--- config.mk ---
export PLATFORM = sky130hd
export DESIGN_NAME = hpic_top
export DESIGN_NICKNAME = d
export VERILOG_FILES = /design/src/design/hpic_pkg.sv /design/src/design/hpic_chan_if.sv /design/src/design/hpic_top.sv /design/src/design/hpic_channel.sv
export SDC_FILE = /design/constraint.sdc
export NUM_CORES = 1
export LEC_CHECK = 0
export ABC_CLOCK_PERIOD_IN_PS = 2120
export BUFFER_PORTS_ARGS = -buffer_cell sky130_fd_sc_hd__buf_2
export CELL_PAD_IN_SITES_DETAIL_PLACEMENT = 1
export CELL_PAD_IN_SITES_GLOBAL_PLACEMENT = 1
export CORE_AREA = 3 3 110 112
export CTS_BUF_LIST = sky130_fd_sc_hd__clkbuf_8
export DETAILED_ROUTE_END_ITERATION = 8
export DIE_AREA = 0 0 113 115
export PLACE_DENSITY_LB_ADDON = 0.1
export SLEW_MARGIN = 20
export SYNTH_ARGS = -nofsm -noshare
export SYNTH_HDL_FRONTEND = slang
export SYNTH_SLANG_ARGS = --single-unit
export TNS_END_PERCENT = 100
--- constraint.sdc ---
create_clock -name clk -period 2.12 [get_ports clk]
set_input_delay 0.318 -clock clk [delete_from_list [all_inputs] [get_ports clk]]
set_output_delay 0.318 -clock clk [all_outputs]
set_load 0.01 [all_outputs]
--- src/design/hpic_pkg.sv ---
// constants and types shared by the host port init control block
package hpic_pkg;

  // host address of the control register; the other host addresses are not held here
  localparam logic [2:0] HPIC_CONTROL_OFFSET = 3'h0;

  // field positions inside host_port_control
  localparam int HPIC_INIT_BIT    = 7;
  localparam int HPIC_RSVD_BIT    = 6;
  localparam int HPIC_ENDIAN_BIT  = 5;
  localparam int HPIC_FLAG1_BIT   = 4;
  localparam int HPIC_FLAG0_BIT   = 3;
  localparam int HPIC_DOUBLE_BIT  = 2;
  localparam int HPIC_TX_REQ_BIT  = 1;
  localparam int HPIC_RX_REQ_BIT  = 0;

  // reset values
  localparam logic [7:0] HPIC_CONTROL_RESET = 8'h00;
  localparam logic       HPIC_EMPTY_RESET   = 1'h1;
  localparam logic       HPIC_FULL_RESET    = 1'h0;
  localparam logic [7:0] HPIC_READ_ZERO     = 8'h00;

  // reserved bit reads back as zero
  localparam logic [7:0] HPIC_WRITE_MASK    = 8'hBF;

  // word width of the data path between host and core
  localparam int HPIC_WORD_WIDTH = 24;
  localparam logic [HPIC_WORD_WIDTH-1:0] HPIC_WORD_RESET = 24'h000000;

  typedef struct packed {
    logic init;
    logic reserved;
    logic endian;
    logic flag1;
    logic flag0;
    logic double_req;
    logic tx_request_enable;
    logic rx_request_enable;
  } hpic_control_type;

endpackage

--- src/design/hpic_chan_if.sv ---
// carrier between the control logic and one handshake channel
`timescale 1ns/1ps
interface hpic_chan_if;
  logic                               init;
  logic                               restart;
  logic                               src_write;
  logic [hpic_pkg::HPIC_WORD_WIDTH-1:0] src_data;
  logic                               sink_read;
  logic                               src_empty;
  logic                               sink_full;
  logic [hpic_pkg::HPIC_WORD_WIDTH-1:0] sink_data;

  modport ctrl (
    output init,
    output restart,
    output src_write,
    output src_data,
    output sink_read,
    input  src_empty,
    input  sink_full,
    input  sink_data
  );

  modport chan (
    input  init,
    input  restart,
    input  src_write,
    input  src_data,
    input  sink_read,
    output src_empty,
    output sink_full,
    output sink_data
  );
endinterface

--- src/design/hpic_top.sv ---
// host port control register with its initialise command and both handshake channels
`timescale 1ns/1ps

//
// Function
// RULE1: host_port_control is an 8-bit register the host can write and read back.
// RULE2: the core has no port through which it could reach host_port_control.
// RULE3: hardware reset and software reset both clear every bit of host_port_control.
// RULE4: a one written to bit 7 starts the local initialise command.
// RULE5: the hardware clears bit 7 by itself once the command has run.
// RULE6: enables 0/0 only clear the init bit; tx enable alone sets host_tx_empty, clears core_rx_full.
// RULE7: rx enable alone clears host_rx_full and sets core_tx_empty.
// RULE8: both enables set both empty flags and clear both full flags.
// RULE9: tx enable in bit 1 with host_tx_empty set raises host_request_out, else no request.
// RULE10: a core word moves to the host only while core_tx_empty and host_rx_full are clear.
// RULE11: rx enable sits in bit 0 and resets to zero.
module hpic_top (
  // clock, reset, freeze
  input  wire logic                                 clk,
  input  wire logic                                 rst_b,
  input  wire logic                                 ce,
  input  wire logic                                 soft_reset,
  // host register port
  input  wire logic                                 host_sel,
  input  wire logic                                 host_wr,
  input  wire logic                                 host_rd,
  input  wire logic [2:0]                           host_addr,
  input  wire logic [7:0]                           host_wdata,
  output logic      [7:0]                           host_rdata,
  // host data path
  input  wire logic                                 host_tx_write,
  input  wire logic [hpic_pkg::HPIC_WORD_WIDTH-1:0] host_tx_data,
  input  wire logic                                 host_rx_read,
  output logic      [hpic_pkg::HPIC_WORD_WIDTH-1:0] host_rx_data,
  output logic                                      host_tx_empty,
  output logic                                      host_rx_full,
  output logic                                      host_request_out,
  output logic                                      host_rx_request_out,
  // core data path
  input  wire logic                                 core_tx_write,
  input  wire logic [hpic_pkg::HPIC_WORD_WIDTH-1:0] core_tx_data,
  input  wire logic                                 core_rx_read,
  output logic      [hpic_pkg::HPIC_WORD_WIDTH-1:0] core_rx_data,
  output logic                                      core_tx_empty,
  output logic                                      core_rx_full,
  // control bits handed to the rest of the port
  output logic                                      host_endian,
  output logic      [1:0]                           host_flags,
  output logic                                      host_double_req
);

  typedef struct packed {
    hpic_pkg::hpic_control_type host_port_control;
    logic [7:0]                 rdata;
    logic                       tx_req;
    logic                       rx_req;
  } hpic_top_state_type;

  hpic_top_state_type state;
  hpic_top_state_type next_state;

  logic       control_write;
  logic       control_read;
  logic       run_init;
  logic [7:0] control_byte;

  // host-to-core and core-to-host channels
  hpic_chan_if h2c ();
  hpic_chan_if c2h ();

  assign control_write = host_sel && host_wr && (host_addr == hpic_pkg::HPIC_CONTROL_OFFSET);
  assign control_read  = host_sel && host_rd;
  assign control_byte  = state.host_port_control;

  // the command runs in the same cycle the init bit is seen set, the cycle after it is written
  assign run_init = state.host_port_control.init && !soft_reset; // RULE4

  // the enables pick which channel the command touches; neither leaves both alone
  assign h2c.init      = run_init && state.host_port_control.tx_request_enable; // RULE6 RULE8
  assign c2h.init      = run_init && state.host_port_control.rx_request_enable; // RULE7 RULE8
  assign h2c.restart   = soft_reset;
  assign c2h.restart   = soft_reset;

  assign h2c.src_write = host_tx_write;
  assign h2c.src_data  = host_tx_data;
  assign h2c.sink_read = core_rx_read;
  assign c2h.src_write = core_tx_write;
  assign c2h.src_data  = core_tx_data;
  assign c2h.sink_read = host_rx_read;

  hpic_channel u_h2c (
    .clk   (clk),
    .rst_b (rst_b),
    .ce    (ce),
    .ch    (h2c.chan)
  );

  hpic_channel u_c2h (
    .clk   (clk),
    .rst_b (rst_b),
    .ce    (ce),
    .ch    (c2h.chan)
  );

  always_comb begin
    next_state = state;

    // hardware clears the init bit once the command has been issued
    if (run_init) begin
      next_state.host_port_control.init = 1'h0; // RULE5
    end

    // a host write in the same cycle wins over the clear, so a fresh init request is lost only to a soft reset in that cycle
    if (control_write) begin
      next_state.host_port_control = hpic_pkg::hpic_control_type'(
        host_wdata & hpic_pkg::HPIC_WRITE_MASK); // RULE1 RULE11
    end

    // read data is captured on the strobe and stands until the next read
    if (control_read) begin
      if (host_addr == hpic_pkg::HPIC_CONTROL_OFFSET) begin
        next_state.rdata = control_byte; // RULE1
      end else begin
        next_state.rdata = hpic_pkg::HPIC_READ_ZERO;
      end
    end

    next_state.tx_req = state.host_port_control.tx_request_enable && h2c.src_empty; // RULE9
    next_state.rx_req = state.host_port_control.rx_request_enable && c2h.sink_full;

    if (soft_reset) begin
      next_state.host_port_control = hpic_pkg::HPIC_CONTROL_RESET; // RULE3
      next_state.tx_req            = 1'h0;
      next_state.rx_req            = 1'h0;
    end
  end

  always_ff @(posedge clk or negedge rst_b) begin
    if (!rst_b) begin
      state.host_port_control <= hpic_pkg::HPIC_CONTROL_RESET; // RULE3 RULE11
      state.rdata             <= hpic_pkg::HPIC_READ_ZERO;
      state.tx_req            <= 1'h0;
      state.rx_req            <= 1'h0;
    end else if (ce) begin
      state <= next_state;
    end
  end

  // the core side sees only the channels; there is no core path to the control byte
  assign core_rx_data        = h2c.sink_data; // RULE2
  assign core_rx_full        = h2c.sink_full;
  assign core_tx_empty       = c2h.src_empty;
  assign host_tx_empty       = h2c.src_empty;
  assign host_rx_full        = c2h.sink_full;
  assign host_rx_data        = c2h.sink_data;

  assign host_rdata          = state.rdata;
  assign host_request_out    = state.tx_req;
  assign host_rx_request_out = state.rx_req;
  assign host_endian         = state.host_port_control.endian;
  assign host_flags          = {state.host_port_control.flag1, state.host_port_control.flag0};
  assign host_double_req     = state.host_port_control.double_req;

endmodule

--- src/design/hpic_channel.sv ---
// one double-buffered handshake channel: source register, sink register, empty and full flags
`timescale 1ns/1ps
module hpic_channel (
  // clock and reset
  input  wire logic clk,
  input  wire logic rst_b,
  input  wire logic ce,
  // control and data
  hpic_chan_if.chan ch
);

  typedef struct packed {
    logic                                 src_empty;
    logic                                 sink_full;
    logic [hpic_pkg::HPIC_WORD_WIDTH-1:0] src_data;
    logic [hpic_pkg::HPIC_WORD_WIDTH-1:0] sink_data;
  } hpic_chan_state_type;

  hpic_chan_state_type state;
  hpic_chan_state_type next_state;
  logic                move;

  // a word moves only while the source holds one and the sink is free
  assign move = !state.src_empty && !state.sink_full; // RULE10

  always_comb begin
    next_state = state;
    if (move) begin
      next_state.sink_data = state.src_data;
      next_state.sink_full = 1'h1;
      next_state.src_empty = 1'h1;
    end else if (ch.sink_read) begin
      next_state.sink_full = 1'h0;
    end
    // a write in the move cycle keeps the new word; the old one has already left
    if (ch.src_write) begin
      next_state.src_data  = ch.src_data;
      next_state.src_empty = 1'h0;
    end
    // initialise forgets any pending word in both halves
    if (ch.init) begin // RULE6 RULE7 RULE8
      next_state.src_empty = hpic_pkg::HPIC_EMPTY_RESET;
      next_state.sink_full = hpic_pkg::HPIC_FULL_RESET;
    end
    if (ch.restart) begin
      next_state.src_empty = hpic_pkg::HPIC_EMPTY_RESET;
      next_state.sink_full = hpic_pkg::HPIC_FULL_RESET;
    end
  end

  always_ff @(posedge clk or negedge rst_b) begin
    if (!rst_b) begin
      state.src_empty <= hpic_pkg::HPIC_EMPTY_RESET;
      state.sink_full <= hpic_pkg::HPIC_FULL_RESET;
      state.src_data  <= hpic_pkg::HPIC_WORD_RESET;
      state.sink_data <= hpic_pkg::HPIC_WORD_RESET;
    end else if (ce) begin
      state <= next_state;
    end
  end

  assign ch.src_empty = state.src_empty;
  assign ch.sink_full = state.sink_full;
  assign ch.sink_data = state.sink_data;

endmodule

==> Word-level counts from Yosys, hierarchy flattened <==
Index checks and enable logic that the tools add are counted.
{ "word_totals": {"register_bits": 118, "input_bits": 70, "out_inout_bits": 66, "elab_cells": 69} }
{ "classes": {"mux": 17, "n_reduce_logical": 33} }
{ "op_table": {"columns": ["cell", "n"], "rows": [
  ["8-bit two-way mux", 3],
  ["2-bit AND reduction", 11],
  ["4-bit nonzero test", 4],
  ["1-bit logical AND", 10],
  ["2-bit two-way mux", 5],
  ["1-bit two-way mux", 9],
  ["1-bit zero test", 5],
  ["3-bit zero test", 1],
  ["3-bit nonzero test", 1],
  ["2-bit nonzero test", 1]
]} }

==> Depth between registers and ports, before layout <==
{ "logic_depth": {"word_depth": 6, "mapped_depth": 5, "ltp_nobuf": 3} }

==> Modules after synthesis <==
From an unflattened synthesis, not the netlist that was laid out.
{ "hier_totals": {"cells_unflattened": 327, "hier_area_um2": 4888.4} }
{ "modules_own_cells": {"columns": ["mod", "instances", "cells_per_inst", "area_each_um2", "seq_area_each_um2"], "rows": [
  ["hpic_channel", 2, 135, 2074.5, 1252.5],
  ["hpic_top", 1, 57, 739.5, 425.4]
]} }

==> Worst setup path after synthesis <==
OpenSTA, ideal clock, no wires.
{ "synth_timing": {"path_type": "reg2reg", "startpoint": "register u_h2c.ch.sink_full (netlist name)", "endpoint": "register u_h2c.ch.sink_data[10] (netlist name)", "t_arrival_ps": 1454, "slack_ps": 541, "stages_incl_launch_ff": 4, "n_path_buf": 1, "path_cell_list": "dfrtp_1 > nor3b_2 > buf_2 > mux2_2"} }
{ "synth_between": {"elab_chain_cells": 3} }
{ "synth_rtl": {"columns": ["element", "line", "source"], "rows": [
  ["1-bit zero test", "hpic_channel.sv:24", "assign move = !state.src_empty && !state.sink_full;"],
  ["1-bit logical AND", "hpic_channel.sv:24", null],
  ["2-bit AND reduction (no line)", null, null]
]} }
No other way between the ends.
A chain may end at the register's enable or synchronous reset.

==> Worst setup path after layout <==
{ "layout_timing": {"startpoint": "register u_c2h.ch.sink_full (netlist name)", "endpoint": "register u_c2h.ch.sink_data[9] (netlist name)"} }
{ "layout_between": {"elab_chain_cells": 3} }
{ "layout_rtl": {"columns": ["element", "line"], "rows": [
  ["1-bit zero test", "hpic_channel.sv:24"],
  ["1-bit logical AND", "hpic_channel.sv:24"],
  ["2-bit AND reduction (no line)", null]
]} }
No other way between the ends.

==> impl_metrics.py <==
metrics = {
    "cells_and_area": {
        "nNetsFinal": 503,
        "syn2layout_area_growth_pct": 19.43,
        "multi_input_area_mm2": 0.001436,
        "stdcell_count": 588,
        "register_area_mm2": 0.002930,
        "nFillCells": 1185,
        "n_antenna_cell": 0,
        "fin_util": 0.5074,
        "fin_area_mm2": 0.005744,
        "layout-drive-gt1-share": 0.6045,
    },
    "setup_path": {
        "path_max_fanout": 25,
        "path_buf_inv": 1,
        "worstPathCellList": "nor3b_4 -> buf_4 -> mux2_2",
        "cp_top_family": "flip-flops",
        "r2r_slack_ns": 0.61,
        "cp_slowest_stage_delay_ns": 0.43,
        "cp.arrival_ns": 1.81,
        "worstSetupPathType": "reg2reg",
        "cp-start-kind": "flip-flop",
        "required_ns": 2.42,
        "worstSetupEndpointType": "flip-flop",
        "slowest_stage": "dfrtp_1",
    },
    "floorplan": {
        "die_h_um": 115,
        "placementRows": 39,
        "start_util": 0.4248,
        "dieWidth_um": 113,
        "coreArea_mm2": 0.01132,
        "io_pins": 136,
        "dieArea_mm2": 0.01300,
    },
    "clocking": {
        "ctsRootBufferMaster": "clkbuf_8",
        "ctsResizeCount": 0,
        "numCtsBuffers": 17,
        "cts.sinks": 117,
        "insertion_delay_ns": 0.42,
        "clk_path_buf_depth": 2,
        "cts_setup_buffers": 0,
        "clk_pin_slew_ns": 0.06,
        "cts_hold_buf": 1,
        "cts_tree": "done",
        "h-tree-depth": 4,
    },
    "route": {
        "via_count": 2817,
        "drc": 0,
        "drtIter0Drc": 58,
        "highest_layer": "met4",
        "avgViaCountPerCell": 4.791,
        "dr.pass1.iters": 4,
        "wl_met2_mm": 4.806,
        "wl_met1_mm": 3.852,
        "final_antenna_net_count": 0,
        "drt-wirelength-per-cell_um": 16.16,
        "drt_wl_total_mm": 9.501,
        "met3_length_um": 708,
    },
    "sta": {
        "skew_ns": 0.009919,
        "hold_viol": 0,
        "max-slew-margin-rel": 0.6198,
        "period_share": 0.7124,
        "rsz0062_at_grt": "false",
        "setup_viol": 0,
        "tightestPinTransition_ns": 0.5659,
        "fmax_mhz": 662.2,
        "min_period_ns": 1.510,
        "final-max-slew-violation-count": 0,
        "finalSetupTns_ns": 0,
    },
    "flow_run": {
        "drv_cap": 0,
    },
    "logic_synthesis": {
        "synthArstFlopShare": 1.000,
        "yosys_warnings": 0,
        "synth_ff_type": "dfrtp_1",
        "synth_area_mm2": 0.004810,
        "synth.yosys.seq_area_share": 0.6093,
        "synth-edff-count": 0,
        "synth_top_area_cell": "dfrtp_1",
        "avgSynthCellArea_um2": 14.40,
        "synth.most_common_cell": "dfrtp_1",
        "yosysTopAreaCellShare": 0.5983,
        "synth_cell_type_count": 26,
        "synth_area_leaders": "dfrtp_1 60%, mux2_2 22%, buf_4 8.1%",
        "syn_inst": 334,
        "synth_commonest_cells": "115 x dfrtp_1, 96 x mux2_2, 52 x buf_4",
        "syn-num-nets": 404,
        "ys_ff_latch": 117,
    },
    "place": {
        "dp.cells": 556,
        "placed_cell_area_mm2": 0.005320,
        "gp_congestion": 0.7034,
        "portBuffers": 134,
        "place_hpwl_mm": 6.679,
    },
    "grt": {
        "grt_max_degree": 44,
        "grt_pass1_wl_mm": 15.32,
        "grt_usage": 0.1542,
        "grt_overflow": 0,
        "grt_pass1_vias": 3124,
        "antenna_found_initial": 0,
    },
    "pwr": {
        "p_leak_nw": 2.752,
        "irDropWorstVdd_mv": 0.5588,
        "p_total_mw": 6.680,
        "power_density_mw_per_mm2": 1163,
    },
    "worst_hold_path": {
        "hold_path.class": "in2reg",
    },
    "run_status": {
        "outcome": "finished, final reports clean",
    },
}
[metal layers]
metal,up-vias,GRT usage
li1,1303,-
met1,1415,0.1786
met2,87,0.2512
met3,12,0.07053
met4,0,0.06090
met5,-,0
[final timing paths]
check,startpoint,endpoint,cells after the start
max,u_c2h.ch.sink_full$_DFFE_PN0P_,u_c2h.ch.sink_data[9]$_DFFE_PN0P_,3
min,host_wdata[3],host_flags[0]$_DFFE_PN0P_,2
max reg2reg,u_c2h.ch.sink_full$_DFFE_PN0P_,u_c2h.ch.sink_data[9]$_DFFE_PN0P_,3
min reg2reg,host_rdata[6]$_DFFE_PN0P_,host_rdata[6]$_DFFE_PN0P_,1
max in group asynchronous,rst_b,u_c2h.ch.sink_data[7]$_DFFE_PN0P_,3
min in group asynchronous,rst_b,host_rdata[6]$_DFFE_PN0P_,2
[flip-flops by register name (all words and copies together), names as in the netlist]
register and cells:
host_rx_request_out 1, u_c2h.state 24, u_h2c.ch.src_empty 1, host_rdata 8
host_endian 1, u_c2h.ch.src_empty 1, u_h2c.ch.sink_data 24, u_c2h.ch.sink_full 1
u_c2h.ch.sink_data 24, u_h2c.state 24, host_request_out 1, u_h2c.ch.sink_full 1
host_flags 2, control_byte 3, host_double_req 1
[cell usage in the layout (no fill, tap or decap), types with 3 or more instances in the layout]
| cell | count |
|---|---|
| nand2_1 | 16 |
| bufinv_16 | 4 |
| inv_1 | 6 |
| dfrtp_1 | 115 |
| buf_4 | 5 |
| nand3_1 | 3 |
| mux2_2 | 96 |
| clkbuf_8 | 18 |
| a21oi_1 | 4 |
| buf_12 | 3 |
| buf_2 | 133 |
| clkinv_2 | 4 |
| o2bb2ai_1 | 5 |
| a22o_1 | 8 |
| o21ai_0 | 5 |
[layout make-up]
class,instances,area share
Sequential cell,117,0.5101
Multi-Input combinational cell,152,0.2501
Timing Repair Buffer,142,0.1346
Clock buffer,18,0.04313
Tap cell,143,0.03115
Clock inverter,13,0.02897
Inverter,3,0.001960
[power by group]
group | total [mW] | switching (mW) | internal, mW
Sequential | 3.07 | 0.272 | 2.80
Clock | 2.13 | 0.848 | 1.28
Combinational | 1.48 | 0.676 | 0.800
[through the flow]
stage          setup slack (ns)  hold WS, ns
2_1_floorplan            0.5410      0.02241
3_3_place_gp             0.3477       0.3236
3_5_place_dp             0.3300       0.3304
4_1_cts                  0.5825      0.07938
5_1_grt                  0.5164      0.08119
6_report                 0.6098       0.1135
[cells by family (layout without fill, tap and decap cells)]
group           after synthesis  after routing  synth area share
buf+inv                      65            176           0.09339
compound gates               24             24           0.03616
mux                          96             96            0.2248
flops                       117            117            0.6093
simple gates                 32             32           0.03642
No activity file was read; power rests on OpenSTA's default activity.
